<file path="src/core/irq_timer_xfer_pkg.sv">
// constants and carrier types for the interrupt and timer transfer executor
// *****************************************************************************
// What this block does
// - The disable-interrupt op clears the global interrupt enable flag to 0.
// - The enable-interrupt op sets the global interrupt enable flag to 1.
// - With enable bit 0 of irq_ctrl_a low, the ext0 flag test skips and clears a set flag; else NOP.
// - With enable bit 1 of irq_ctrl_a low, the ext1 flag test skips and clears a set flag; else NOP.
// - The ext0 pin test skips when the pin level equals polarity bit 2 of ext0_trigger_ctrl.
// - The ext1 pin test skips when the pin level equals polarity bit 2 of ext1_trigger_ctrl.
// - Two ops move irq_ctrl_a to the accumulator and the accumulator to irq_ctrl_a.
// - Two ops move irq_ctrl_b to the accumulator and the accumulator to irq_ctrl_b.
// - Each trigger control register can be read into and written from the accumulator.
// - The aux timer control register is write-only from the accumulator.
// - Timer control registers one to six are each readable and writable via the accumulator.
// - Reading a timer counter puts its high nibble in B and low nibble in the accumulator.
// - A dedicated op loads only timer 1's reload register from B and the accumulator.
// - A dedicated op loads only timer 3's reload register from B and the accumulator.
// - A dedicated op loads timer 4's high reload register from B and the accumulator.
// *****************************************************************************
package irq_timer_xfer_pkg;

	localparam int NIB_W   = 4;
	localparam int OP_W    = 10;
	localparam int BYTE_W  = 8;
	localparam int N_TIMER = 4;
	localparam int N_WCTRL = 6;

	// *************************************************************************
	// opcodes
	// *************************************************************************
	localparam logic [OP_W-1:0] OP_IE_CLR = 10'h004;
	localparam logic [OP_W-1:0] OP_IE_SET = 10'h005;
	localparam logic [OP_W-1:0] OP_F0_TST = 10'h038;
	localparam logic [OP_W-1:0] OP_F1_TST = 10'h039;
	localparam logic [OP_W-1:0] OP_SNZP0  = 10'h03A;
	localparam logic [OP_W-1:0] OP_SNZP1  = 10'h03B;
	localparam logic [OP_W-1:0] OP_RD_VA  = 10'h054;
	localparam logic [OP_W-1:0] OP_WR_VA  = 10'h03F;
	localparam logic [OP_W-1:0] OP_RD_VB  = 10'h055;
	localparam logic [OP_W-1:0] OP_WR_VB  = 10'h03E;
	localparam logic [OP_W-1:0] OP_RD_T0  = 10'h253;
	localparam logic [OP_W-1:0] OP_WR_T0  = 10'h217;
	localparam logic [OP_W-1:0] OP_RD_T1  = 10'h254;
	localparam logic [OP_W-1:0] OP_WR_T1  = 10'h218;
	localparam logic [OP_W-1:0] OP_WR_AUX = 10'h2AA;
	localparam logic [OP_W-1:0] OP_RD_TC1 = 10'h24B; // timer ctrl one..six read, consecutive
	localparam logic [OP_W-1:0] OP_WR_TC1 = 10'h20E; // timer ctrl one..six write, consecutive
	localparam logic [OP_W-1:0] OP_RD_CNT = 10'h270; // timers 1..4 consecutive
	localparam logic [OP_W-1:0] OP_WR_CNT = 10'h230; // timers 1..4 consecutive
	localparam logic [OP_W-1:0] OP_T4H_LD = 10'h237;
	localparam logic [OP_W-1:0] OP_T1R_LD = 10'h23F;
	localparam logic [OP_W-1:0] OP_T3R_LD = 10'h23B;

	// *************************************************************************
	// field positions and reset values
	// *************************************************************************
	localparam int EXT0_EN_BIT  = 0;
	localparam int EXT1_EN_BIT  = 1;
	localparam int POLARITY_BIT = 2;
	localparam int T1_IDX       = 0;
	localparam int T3_IDX       = 2;
	localparam int T4_IDX       = 3;

	localparam logic [NIB_W-1:0]  RST_NIB  = 4'h0;
	localparam logic [BYTE_W-1:0] RST_BYTE = 8'h00;

	// *************************************************************************
	// register port map
	// *************************************************************************
	localparam int BUS_AW = 3;
	localparam logic [BUS_AW-1:0] ADDR_STATUS = 3'h0; // rd: flags, w1c: request flags
	localparam logic [BUS_AW-1:0] ADDR_VCTRL  = 3'h1; // rd: {irq_ctrl_b, irq_ctrl_a}
	localparam logic [BUS_AW-1:0] ADDR_TRIG   = 3'h2; // rd: {ext1, ext0 trigger ctrl}
	localparam logic [BUS_AW-1:0] ADDR_AUX    = 3'h3; // rd: aux timer control
	localparam int ST_IE_BIT   = 0;
	localparam int ST_F0_BIT   = 1;
	localparam int ST_F1_BIT   = 2;
	localparam int ST_PIN0_BIT = 3;
	localparam int ST_PIN1_BIT = 4;

	typedef struct packed {
		logic              valid;
		logic [OP_W-1:0]   code;
		logic [NIB_W-1:0]  acc;
		logic [NIB_W-1:0]  breg;
	} op_req_t;

	typedef struct packed {
		logic              acc_wr;
		logic [NIB_W-1:0]  acc;
		logic              breg_wr;
		logic [NIB_W-1:0]  breg;
		logic              skip;
	} op_res_t;

endpackage : irq_timer_xfer_pkg

</file>
<file path="src/core/irq_timer_xfer.sv">
// executor for interrupt control and timer transfer instructions
`timescale 1ns/1ps

module irq_timer_xfer #(
	parameter int DATA_W = 8
) (
	input  wire logic                                   sys_clk_i,
	input  wire logic                                   sys_rst_i,
	input  wire irq_timer_xfer_pkg::op_req_t            op_i,
	output irq_timer_xfer_pkg::op_res_t                 res_o,
	input  wire logic                                   ext0_set_i,
	input  wire logic                                   ext1_set_i,
	input  wire logic                                   ext_irq_pin_zero_i,
	input  wire logic                                   ext_irq_pin_one_i,
	input  wire logic [irq_timer_xfer_pkg::N_TIMER-1:0]
	             [irq_timer_xfer_pkg::BYTE_W-1:0]        timer_count_i,
	output logic                                        global_irq_enable_flag_o,
	output logic                                        ext0_request_flag_o,
	output logic                                        ext1_request_flag_o,
	output logic [irq_timer_xfer_pkg::NIB_W-1:0]        irq_ctrl_a_o,
	output logic [irq_timer_xfer_pkg::NIB_W-1:0]        irq_ctrl_b_o,
	output logic [irq_timer_xfer_pkg::NIB_W-1:0]        ext0_trigger_ctrl_o,
	output logic [irq_timer_xfer_pkg::NIB_W-1:0]        ext1_trigger_ctrl_o,
	output logic                                        aux_timer_ctrl_o,
	output logic [irq_timer_xfer_pkg::N_WCTRL-1:0]
	             [irq_timer_xfer_pkg::NIB_W-1:0]         timer_ctrl_o,
	output logic [irq_timer_xfer_pkg::N_TIMER-1:0]
	             [irq_timer_xfer_pkg::BYTE_W-1:0]        timer_reload_o,
	output logic [irq_timer_xfer_pkg::BYTE_W-1:0]        timer4_high_reload_o,
	output logic [irq_timer_xfer_pkg::N_TIMER-1:0]       timer_cnt_wr_o,
	output logic [irq_timer_xfer_pkg::BYTE_W-1:0]        timer_cnt_data_o,
	input  wire logic [irq_timer_xfer_pkg::BUS_AW-1:0]   bus_addr_i,
	input  wire logic [DATA_W-1:0]                      bus_wdata_i,
	input  wire logic                                   bus_wr_i,
	input  wire logic                                   bus_rd_i,
	output logic [DATA_W-1:0]                           bus_rdata_o
);

	// *************************************************************************
	// decode helpers
	// *************************************************************************
	function automatic logic op_is(
		input irq_timer_xfer_pkg::op_req_t     req,
		input logic [irq_timer_xfer_pkg::OP_W-1:0] code
	);
		op_is = req.valid && (req.code == code);
	endfunction : op_is

	// idx adds modulo the opcode width, so a base near the top would wrap
	function automatic logic op_at(
		input irq_timer_xfer_pkg::op_req_t     req,
		input logic [irq_timer_xfer_pkg::OP_W-1:0] base,
		input int                              idx
	);
		op_at = op_is(req, base + irq_timer_xfer_pkg::OP_W'(idx));
	endfunction : op_at

	// *************************************************************************
	// pin synchronisers
	// *************************************************************************
	logic [1:0] pin_meta;
	logic [1:0] pin_sync;

	// the pin tests see a level one to two cycles after it reaches the pin
	always_ff @(posedge sys_clk_i)
	begin
		pin_meta <= {ext_irq_pin_one_i, ext_irq_pin_zero_i};
		pin_sync <= pin_meta;
	end

	// *************************************************************************
	// skip conditions
	// *************************************************************************
	logic skip_f0;
	logic skip_f1;
	logic skip_p0;
	logic skip_p1;

	// an enabled source is serviced by the interrupt itself, so the test is a no-op
	// the skip itself is a one-cycle pulse; the core drops the next word
	assign skip_f0 = op_is(op_i, irq_timer_xfer_pkg::OP_F0_TST)
		&& !irq_ctrl_a_o[irq_timer_xfer_pkg::EXT0_EN_BIT] && ext0_request_flag_o;
	assign skip_f1 = op_is(op_i, irq_timer_xfer_pkg::OP_F1_TST)
		&& !irq_ctrl_a_o[irq_timer_xfer_pkg::EXT1_EN_BIT] && ext1_request_flag_o;
	assign skip_p0 = op_is(op_i, irq_timer_xfer_pkg::OP_SNZP0)
		&& (pin_sync[0] == ext0_trigger_ctrl_o[irq_timer_xfer_pkg::POLARITY_BIT]);
	assign skip_p1 = op_is(op_i, irq_timer_xfer_pkg::OP_SNZP1)
		&& (pin_sync[1] == ext1_trigger_ctrl_o[irq_timer_xfer_pkg::POLARITY_BIT]);

	// *************************************************************************
	// accumulator / B result, one cycle after the op
	// *************************************************************************
	// nibble split of byte-wide timer values: B takes the high half, A the low
	localparam int NIB_HI_MSB = irq_timer_xfer_pkg::BYTE_W - 1;
	localparam int NIB_HI_LSB = irq_timer_xfer_pkg::NIB_W;
	localparam int NIB_LO_MSB = irq_timer_xfer_pkg::NIB_W - 1;

	irq_timer_xfer_pkg::op_res_t next_res;

	always_comb
	begin
		next_res      = '0;
		next_res.skip = skip_f0 || skip_f1 || skip_p0 || skip_p1;
		if (op_is(op_i, irq_timer_xfer_pkg::OP_RD_VA))
		begin
			next_res.acc_wr = 1'b1;
			next_res.acc    = irq_ctrl_a_o;
		end
		if (op_is(op_i, irq_timer_xfer_pkg::OP_RD_VB))
		begin
			next_res.acc_wr = 1'b1;
			next_res.acc    = irq_ctrl_b_o;
		end
		if (op_is(op_i, irq_timer_xfer_pkg::OP_RD_T0))
		begin
			next_res.acc_wr = 1'b1;
			next_res.acc    = ext0_trigger_ctrl_o;
		end
		if (op_is(op_i, irq_timer_xfer_pkg::OP_RD_T1))
		begin
			next_res.acc_wr = 1'b1;
			next_res.acc    = ext1_trigger_ctrl_o;
		end
		// timer control one to six sit at consecutive codes from the base
		for (int i = 0; i < irq_timer_xfer_pkg::N_WCTRL; i++)
		begin
			if (op_at(op_i, irq_timer_xfer_pkg::OP_RD_TC1, i))
			begin
				next_res.acc_wr = 1'b1;
				next_res.acc    = timer_ctrl_o[i];
			end
		end
		for (int i = 0; i < irq_timer_xfer_pkg::N_TIMER; i++)
		begin
			if (op_at(op_i, irq_timer_xfer_pkg::OP_RD_CNT, i))
			begin
				next_res.acc_wr  = 1'b1;
				next_res.breg_wr = 1'b1;
				next_res.breg    = timer_count_i[i][NIB_HI_MSB:NIB_HI_LSB];
				next_res.acc     = timer_count_i[i][NIB_LO_MSB:0];
			end
		end
	end

	// every op resolves in the cycle after it is presented
	always_ff @(posedge sys_clk_i)
	begin
		if (sys_rst_i)
			res_o <= '0;
		else
			res_o <= next_res;
	end

	// *************************************************************************
	// interrupt enable and request flags
	// *************************************************************************
	// disable is decoded first, so one slot can never leave the flag set
	always_ff @(posedge sys_clk_i)
	begin
		if (sys_rst_i)
			global_irq_enable_flag_o <= 1'b0;
		else if (op_is(op_i, irq_timer_xfer_pkg::OP_IE_CLR))
			global_irq_enable_flag_o <= 1'b0;
		else if (op_is(op_i, irq_timer_xfer_pkg::OP_IE_SET))
			global_irq_enable_flag_o <= 1'b1;
	end

	logic bus_clr_f0;
	logic bus_clr_f1;

	assign bus_clr_f0 = bus_wr_i && (bus_addr_i == irq_timer_xfer_pkg::ADDR_STATUS)
		&& bus_wdata_i[irq_timer_xfer_pkg::ST_F0_BIT];
	assign bus_clr_f1 = bus_wr_i && (bus_addr_i == irq_timer_xfer_pkg::ADDR_STATUS)
		&& bus_wdata_i[irq_timer_xfer_pkg::ST_F1_BIT];

	// a new request in the clearing cycle must survive, so set wins
	// a skip is still reported when a fresh set keeps the flag high
	always_ff @(posedge sys_clk_i)
	begin
		if (sys_rst_i)
		begin
			ext0_request_flag_o <= 1'b0;
			ext1_request_flag_o <= 1'b0;
		end
		else
		begin
			if (ext0_set_i)
				ext0_request_flag_o <= 1'b1;
			else if (skip_f0 || bus_clr_f0)
				ext0_request_flag_o <= 1'b0;
			if (ext1_set_i)
				ext1_request_flag_o <= 1'b1;
			else if (skip_f1 || bus_clr_f1)
				ext1_request_flag_o <= 1'b0;
		end
	end

	// *************************************************************************
	// interrupt control registers
	// *************************************************************************
	always_ff @(posedge sys_clk_i)
	begin
		if (sys_rst_i)
		begin
			irq_ctrl_a_o        <= irq_timer_xfer_pkg::RST_NIB;
			irq_ctrl_b_o        <= irq_timer_xfer_pkg::RST_NIB;
			ext0_trigger_ctrl_o <= irq_timer_xfer_pkg::RST_NIB;
			ext1_trigger_ctrl_o <= irq_timer_xfer_pkg::RST_NIB;
		end
		else
		begin
			if (op_is(op_i, irq_timer_xfer_pkg::OP_WR_VA))
				irq_ctrl_a_o <= op_i.acc;
			if (op_is(op_i, irq_timer_xfer_pkg::OP_WR_VB))
				irq_ctrl_b_o <= op_i.acc;
			if (op_is(op_i, irq_timer_xfer_pkg::OP_WR_T0))
				ext0_trigger_ctrl_o <= op_i.acc;
			if (op_is(op_i, irq_timer_xfer_pkg::OP_WR_T1))
				ext1_trigger_ctrl_o <= op_i.acc;
		end
	end

	// *************************************************************************
	// timer control registers
	// *************************************************************************
	// only bit 0 of A is kept; no op reads it back, only the aux address of the register port does
	always_ff @(posedge sys_clk_i)
	begin
		if (sys_rst_i)
			aux_timer_ctrl_o <= 1'b0;
		else if (op_is(op_i, irq_timer_xfer_pkg::OP_WR_AUX))
			aux_timer_ctrl_o <= op_i.acc[0];
	end

	genvar gw;
	generate
		for (gw = 0; gw < irq_timer_xfer_pkg::N_WCTRL; gw++)
		begin : g_wctrl
			always_ff @(posedge sys_clk_i)
			begin
				if (sys_rst_i)
					timer_ctrl_o[gw] <= irq_timer_xfer_pkg::RST_NIB;
				else if (op_at(op_i, irq_timer_xfer_pkg::OP_WR_TC1, gw))
					timer_ctrl_o[gw] <= op_i.acc;
			end
		end
	endgenerate

	// *************************************************************************
	// timer reload and counter loads
	// *************************************************************************
	// reload-only ops share the reload path with the combined counter writes
	logic [irq_timer_xfer_pkg::N_TIMER-1:0] reload_only;

	always_comb
	begin
		reload_only = '0;
		reload_only[irq_timer_xfer_pkg::T1_IDX] =
			op_is(op_i, irq_timer_xfer_pkg::OP_T1R_LD);
		reload_only[irq_timer_xfer_pkg::T3_IDX] =
			op_is(op_i, irq_timer_xfer_pkg::OP_T3R_LD);
	end

	genvar gt;
	generate
		for (gt = 0; gt < irq_timer_xfer_pkg::N_TIMER; gt++)
		begin : g_reload
			always_ff @(posedge sys_clk_i)
			begin
				if (sys_rst_i)
					timer_reload_o[gt] <= irq_timer_xfer_pkg::RST_BYTE;
				else if (op_at(op_i, irq_timer_xfer_pkg::OP_WR_CNT, gt) || reload_only[gt])
					timer_reload_o[gt] <= {op_i.breg, op_i.acc};
			end
		end
	endgenerate

	// counter load is a pulse; reload-only ops leave the running count alone
	always_ff @(posedge sys_clk_i)
	begin
		if (sys_rst_i)
		begin
			timer_cnt_wr_o   <= '0;
			timer_cnt_data_o <= irq_timer_xfer_pkg::RST_BYTE;
		end
		else
		begin
			for (int i = 0; i < irq_timer_xfer_pkg::N_TIMER; i++)
				timer_cnt_wr_o[i] <= op_at(op_i, irq_timer_xfer_pkg::OP_WR_CNT, i);
			timer_cnt_data_o <= {op_i.breg, op_i.acc};
		end
	end

	always_ff @(posedge sys_clk_i)
	begin
		if (sys_rst_i)
			timer4_high_reload_o <= irq_timer_xfer_pkg::RST_BYTE;
		else if (op_is(op_i, irq_timer_xfer_pkg::OP_T4H_LD))
			timer4_high_reload_o <= {op_i.breg, op_i.acc};
	end

	// *************************************************************************
	// register port
	// *************************************************************************
	// status writes only clear request flags; writes elsewhere are dropped
	logic [DATA_W-1:0] next_rdata;

	always_comb
	begin
		next_rdata = '0;
		unique case (bus_addr_i)
			irq_timer_xfer_pkg::ADDR_STATUS:
			begin
				next_rdata[irq_timer_xfer_pkg::ST_IE_BIT]   = global_irq_enable_flag_o;
				next_rdata[irq_timer_xfer_pkg::ST_F0_BIT]   = ext0_request_flag_o;
				next_rdata[irq_timer_xfer_pkg::ST_F1_BIT]   = ext1_request_flag_o;
				next_rdata[irq_timer_xfer_pkg::ST_PIN0_BIT] = pin_sync[0];
				next_rdata[irq_timer_xfer_pkg::ST_PIN1_BIT] = pin_sync[1];
			end
			irq_timer_xfer_pkg::ADDR_VCTRL:
				next_rdata[NIB_HI_MSB:0] = {irq_ctrl_b_o, irq_ctrl_a_o};
			irq_timer_xfer_pkg::ADDR_TRIG:
				next_rdata[NIB_HI_MSB:0] = {ext1_trigger_ctrl_o, ext0_trigger_ctrl_o};
			irq_timer_xfer_pkg::ADDR_AUX:
				next_rdata[0] = aux_timer_ctrl_o;
			// addresses four to seven are unmapped and read as zero
			default:
				next_rdata = '0;
		endcase
	end

	// read data stands only in the cycle after the strobe
	// zero between reads keeps a stale value off the shared data lines
	always_ff @(posedge sys_clk_i)
	begin
		if (sys_rst_i)
			bus_rdata_o <= '0;
		else if (bus_rd_i)
			bus_rdata_o <= next_rdata;
		else
			bus_rdata_o <= '0;
	end

endmodule : irq_timer_xfer

</file>
<file path="config.mk">
export PLATFORM = sky130hd
export DESIGN_NAME = irq_timer_xfer
export DESIGN_NICKNAME = d
export VERILOG_FILES = /design/src/core/irq_timer_xfer_pkg.sv /design/src/core/irq_timer_xfer.sv
export SDC_FILE = /design/constraint.sdc
export NUM_CORES = 1
export LEC_CHECK = 0
export ABC_AREA = 1
export BUFFER_PORTS_ARGS = -buffer_cell sky130_fd_sc_hd__buf_2
export CAP_MARGIN = 25
export CORE_ASPECT_RATIO = 0.9
export CORE_UTILIZATION = 32
export DETAILED_ROUTE_END_ITERATION = 8
export PLACE_DENSITY = 0.65
export SYNTH_ARGS = -nofsm -noshare
export SYNTH_HDL_FRONTEND = slang
export SYNTH_SLANG_ARGS = --single-unit
</file>
<file path="constraint.sdc">
create_clock -name sys_clk_i -period 2.3 [get_ports sys_clk_i]
set_clock_uncertainty 0.15 [all_clocks]
set_input_delay 0.69 -clock sys_clk_i [delete_from_list [all_inputs] [get_ports sys_clk_i]]
set_output_delay 0.69 -clock sys_clk_i [all_outputs]
set_load 0.05 [all_outputs]
</file>
==> summary.md, run 1 <==
| Metric | Value |
|---|---|
| Status | `complete, no violations` |
| Final Cell Area | `between 7000 and 8000 um2` |
| Tightest Pin Transition | `650.9 ps` |
| Final ANT Viol Nets | `0` |
| # fillers | `1,529` |
| Fmax | `463.2 MHz` |
| CP cell instances | `buf_2 -> inv_1 -> nand2_2 -> nor2_4 -> nand3_1 -> o21ai_0 -> inv_1 -> a31oi_1 -> nor2_1 -> o21ai_1 -> nand2_1 -> nand3_1 -> nand2_1 -> a21oi_1` |
| Initial Util | `0.3280` |
| Post-synth ARST share | `0` |
| Crit-path max FO | `8` |
| Final setup fails | `0` |
| GRT Resource Usage Total | `0.2166` |
| CP bufs+invs | `3` |
| Clock transition at the registers of the reported paths | `50 ps` |
| Latest clock arrival within the worst-skew pair | `420 ps` |
| Reg-to-reg setup timing slack | `660 ps` |
| Clk buf depth | `2` |
| Ant diodes | `0` |
| Cell area power density | `699.4 nW/um2` |
| Synth unique cells | `33` |
| Fin crit share | `0.9386` |
| Critical Path RT | `approximately 2500 ps` |
| CP startpoint kind | `input port` |
| Crit Path Class | `input port to register` |
| Non-Filler Instances | `1,153` |
| Most numerous cell in the Yosys netlist | `dfxtp_1` |
| Core area | `15,440 um2` |
| Vias per cell | `4.696` |
| Critical-path top delay cell | `nand3_1` |
| Register bit total from synthesis | `119` |
| CTS Buf Count | `17` |
| First-pass GRT wire length | `26,780 um` |
| Critical Path AT | `2360 ps` |
| Synthesized area | `5065 um2` |
| CTS sink cnt | `119` |
| CTS hold repair buffers | `0` |
| Synth Instances | `693` |
| Seq pwr share | `0.409` |
| Hold Vio Cnt, Final | `0` |
| WL final | `17,200 um` |
| CP Capture Type | `register` |
| Final min period | `2159 ps` |
| Seq/Total Area, Yosys | `0.4704` |
| Post-synth EDFFs | `0` |
| NetSw | `1.182 mW` |
| Minimum hold slack | `174.4 ps` |
| FF+latch area | `2382 um2` |
| Post-synth top cells | `dfxtp_1, nand2_1, a21oi_1` |
| Syn Area/Cell | `7.309 um2` |
| Drt pass-1 iters | `4` |
| Max IR drop VDD | `504.8 uV` |
| # DRC | `0` |
| DP Area | `6679 um2` |
| CTS tree | `yes` |
| Ports | `185` |
| Synth area leaders | `dfxtp_1, a21oi_1, o21ai_0, nand2_1, inv_1` |
| Unrepaired setup endpoints after global routing | `false` |
| Gr ovfl total | `0` |
| Yosys top cell area share | `0.4704` |
| Die area | `16,340 um2` |
| CP delay by family, top | `simple AND/OR/NAND/NOR gates` |
| Headroom to the max-slew limit | `0.5656` |
| Initial detailed-routing violation count | `258` |
| Lkg Pwr | `3.537 nW` |
| WL per Instance | `14.92 um` |
| Row cnt | `43` |
| Ys flop type | `dfxtp_1` |
| Combinational power share | `0.059` |
| Area of the multi-input gates | `2246 um2` |
| Initial antenna violation count | `0` |
| Die width | `134.6 um` |
| Share of cells above drive strength 1 | `0.3365` |
| Buffers on Ports | `178` |
| Nets | `1,008` |
| Largest net degree at the start of global routing | `46` |
| Die H | `121.4 um` |
| Synth warn | `0` |
| Top cell type by total area after synthesis | `dfxtp_1` |
| Max Cap Viol | `0` |
| # H-tree levels | `4` |
| Internal | `3.919 mW` |
| CP peak stage delay | `230 ps` |
| Power Total | `5.102 mW` |
| Clock power share | `0.532` |
| Cell Count Post-Placement | `roughly 1,100` |
| Switch share | `0.2317` |
| Max-slew violations | `0` |
| Min-Delay Path Class | `register to register` |
| Area grow syn2layout | `44.02%` |
| DR vias | `between 5,000 and 6,000` |
| Routability cong. | `0.9237` |
| Number of global-route vias before repair | `5,102` |
| Post-DP HPWL | `12,810 um` |
| Synth Net Count | `763` |
| CTS root buffer | `clkbuf_16` |
cell usage in the layout (no fill, tap or decap), types with 3 or more instances in the layout:
master     synthesis  routed
nor2_4             5       5
a21oi_2            6       6
buf_2              5     178
nand3_1           30      30
nor4_1             3       3
dfxtp_1          119     119
o21ai_0           97      97
nor2_1            60      59
a21oi_1          101     101
clkinv_2           0       3
inv_1             89      88
nand2_1          109     108
buf_4              0      66
inv_2              6       7
nor3_1             6       6
nor2_2            10      11
a31oi_1            3       3
o211ai_1           6       6
nand2_2            7       8
clkbuf_16          0      17
clkbuf_8           0       5
buf_12             0       3
power groups by stage:
stage                     clock network, mW  logic (mW)  registers [mW]
after floorplan                           0       0.107            2.17
after global placement                    0       0.299            2.13
after detailed placement                  0       0.301            2.13
after CTS                              2.77       0.302            2.08
after global routing                   2.87       0.328            2.09
final                                  2.71       0.303            2.09
flip-flops by register name, indices dropped and copies added (netlist names), 4 cells and up:
register              cells
bus_rdata_o               8
ext0_trigger_ctrl_o       4
ext1_trigger_ctrl_o       4
irq_ctrl_a_o              4
irq_ctrl_b_o              4
res_o                    11
timer4_high_reload_o      8
timer_cnt_data_o          8
timer_cnt_wr_o            4
timer_ctrl_o             24
timer_reload_o           32
what timing repair did:
item                                    in CTS  in global routing
gates resized for setup                      0                  2
buffers inserted                             0                  0
hold endpoints to repair                     0                  0
endpoints found under the setup margin       0                  1
path summary, 6_finish.rpt:
check / from / to / cells after the start
setup / recovery: op_i[13] / res_o[9] / 14
hold / removal: pin_meta[1] / pin_sync[1] / 0
setup reg to reg: ext0_trigger_ctrl_o[3] / res_o[9] / 10
hold reg to reg: pin_meta[1] / pin_sync[1] / 0
layer usage:
layer / global-route usage / share of wire / up-vias
met2: 0.3313 / 0.44 / 202
met1: 0.2799 / 0.47 / 2434
li1: - / - / 2768
met3: 0.08438 / 0.091 / 11
met5: 0 / 0 / -
met4: 0.06531 / 0.0076 / 0
metrics by stage:
stage	utilization	TNS, ps	setup slack, ps
floorplan	-	0	124.4
global placement	0.4325	-2305	-225.4
detailed placement	0.4325	-2298	-245.0
CTS	0.4721	0	164.4
global route	0.4724	0	0.2691
finish	0.4724	0	141.3
cell type report:
class / count / area share
clock buffer: 22 / 0.06775
clock inverter: 10 / 0.01595
inverter: 95 / 0.04889
multi-input combinational: 458 / 0.3079
sequential: 119 / 0.3266
tap: 202 / 0.03465
timing repair buffer: 247 / 0.1983
logic make-up (layout without fill, tap and decap cells):
group / count (synthesis) / after routing / synth area share
and+or+nand+nor: 237 / 237 / 0.2107
buffers and inverters: 116 / 374 / 0.08720
DFF: 119 / 119 / 0.4704
AOI/OAI and AO/OA: 219 / 219 / 0.2283
xor gates and xnor gates: 2 / 2 / 0.003459
Power figures use the tool's default switching activity.
==> inputs of run 2 (changes only) <==
Settings changed: REMOVE_ABC_BUFFERS set to 1.
==> run 2 against run 1 <==
Against the previous run: total power shrank 1.6%; non-clock buffer count grew 6; sequential power is essentially flat; combinational power grew 2%; first-iteration DRC count grew 29%; critical endpoint is now res_o[6]; largest power group unchanged.
==> summary.md, run 2 (synthesis gave the netlist of run 1 again) <==
| Metric | Value |
|---|---|
| Status | `complete, no violations` |
| Nets | `1,014` |
| Row cnt | `43` |
| Ant diodes | `0` |
| CTS sink cnt | `119` |
| Minimum hold slack | `176.4 ps` |
| Post-CTS resize count | `0` |
| Area grow syn2layout | `44.99%` |
| Drt pass-1 iters | `5` |
| Buffers on Ports | `178` |
| Initial Util | `0.3280` |
| CP Capture Type | `register` |
| CP startpoint kind | `input port` |
| Clock power share | `0.523` |
| CTS Buf Count | `17` |
| Seq pwr share | `0.416` |
| Clk buf depth | `2` |
| Vias per cell | `between 4 and 5` |
| Most frequent cells in the layout | `buf_2, dfxtp_1, nand2_1, a21oi_1, o21ai_0` |
| Core area | `15,440 um2` |
| Number of global-route vias before repair | `roughly 5,100` |
| CTS tree | `yes` |
| Largest net degree at the start of global routing | `33` |
| GRT Resource Usage Total | `0.2138` |
| Internal | `3.819 mW` |
| Die width | `134.6 um` |
| CTS hold repair buffers | `0` |
| Max Cap Viol | `0` |
| Switch share | `0.2393` |
| Final setup fails | `0` |
| Max-slew violations | `0` |
| Fmax | `between 400 and 500 MHz` |
| Die H | `121.4 um` |
| First-pass GRT wire length | `26,540 um` |
| Final ANT Viol Nets | `0` |
| Post-DP HPWL | `~13,000 um` |
| Setup TNS | `0 ps` |
| Commonest non-fill, non-tap cell in the layout | `buf_2` |
| Critical Path AT | `2290 ps` |
| # fillers | `1,525` |
| WHS Path Cells | `0` |
| Max IR drop VDD | `493.9 uV` |
| Initial antenna violation count | `0` |
| Worst r2r path cells | `14` |
| # DRC | `0` |
| Ports | `185` |
| Crit Path Class | `input port to register` |
| Latest clock arrival within the worst-skew pair | `about 420 ps` |
| CTS root buffer | `clkbuf_16` |
| Cell area power density | `683.6 nW/um2` |
| Fin crit share | `0.9092` |
| Die area | `16,340 um2` |
| Area of the multi-input gates | `2257 um2` |
| Critical Path RT | `2500 ps` |
| Max FFs per register | `32` |
| WL per Instance | `between 10 and 15 um` |
| WL final | `approximately 17,000 um` |
| Unrepaired setup endpoints after global routing | `false` |
| Final core occ | `0.4756` |
| # H-tree levels | `4` |
| Lkg Pwr | `3.562 nW` |
| DR vias | `between 5,000 and 6,000` |
| Hold Vio Cnt, Final | `0` |
| Headroom to the max-slew limit | `0.6381` |
| Crit-path max FO | `4` |
| NetSw | `1.201 mW` |
| Gr ovfl total | `0` |
| Share of cells above drive strength 1 | `0.3427` |
| Initial detailed-routing violation count | `around 330` |
| Final min period | `2091 ps` |
| Tightest Pin Transition | `542.2 ps` |
| Clock transition at the registers of the reported paths | `around 60 ps` |
| Post-CTS setup buffer count | `0` |
| Routability cong. | `0.8673` |
| Combinational power share | `0.062` |
| FF+latch area | `2382 um2` |
| Largest Register | `timer_reload_o` |
| Biggest regs | `timer_reload_o (32), timer_ctrl_o (24), res_o (11)` |
| Min-Delay Path Class | `register to register` |
-- run 2: cell count changes in the layout (fill, tap and decap cells not counted), sizes merged --
cell	change
clkbuf	-4
buf	+6
clkinv	+5
clkinvlp	-1
-- run 2: layout make-up --
cell class                 instances  area share
clock buffer                      18     0.05981
clock inverter                    14     0.02062
inverter                          95     0.04856
multi-input combinational        458      0.3074
sequential                       119      0.3244
tap                              202     0.03442
timing repair buffer             253      0.2048
-- run 2: routing by layer --
layer  vias up  track usage  share of wire  wire (um)
met3        16      0.07978          0.085       1422
li1       2787            -              -          -
met4         0      0.06180          0.012        206
met5         -            0              0          0
met2       189       0.3271           0.43       7206
met1      2386       0.2792           0.47       7957
-- run 2: worst paths after layout --
path              slack [ps]                    from     endpoint
setup / recovery         210                op_i[13]     res_o[6]
hold / removal           180             pin_meta[0]  pin_sync[0]
setup reg to reg         690  ext1_trigger_ctrl_o[2]     res_o[8]
hold reg to reg          180             pin_meta[0]  pin_sync[0]
-- run 2: metrics by stage --
| step | worst slack (ps) | area (um2) | cells | total power, mW |
|---|---|---|---|---|
| after floorplan | -21.35 | 4980 | 672 | 2.268 |
| after global placement | -231.2 | 6736 | 1127 | 2.438 |
| after detailed placement | -256.6 | 6736 | 1127 | 2.439 |
| after CTS | 175.8 | 7327 | 1159 | 5.089 |
| after global routing | 15.62 | 7343 | 1159 | 5.205 |
| final | 208.8 | 7343 | 1159 | 5.020 |
-- run 2: worst max-delay path: stages --
cell     delay [ps]
buf_2           120
inv_1            80
nand2_2          70
nor2_4          170
inv_2            80
nor2_2          200
nand2_1          70
nand3_1         100
nand3_1          80
nand2_1          80
nand2_1          60
nand3_1          90
nand2_1          70
nand2_1          70
nand2_1          50
nand2_1          50
nand2_1          60
a21oi_2         100
-- run 2: power by group through the flow --
stage / combinational (mW) / clock (mW) / sequential, mW
6_report: 0.310 / 2.62 / 2.09
5_1_grt: 0.339 / 2.78 / 2.09
4_1_cts: 0.310 / 2.69 / 2.09
3_5_place_dp: 0.309 / 0 / 2.13
3_3_place_gp: 0.308 / 0 / 2.13
2_1_floorplan: 0.0966 / 0 / 2.17
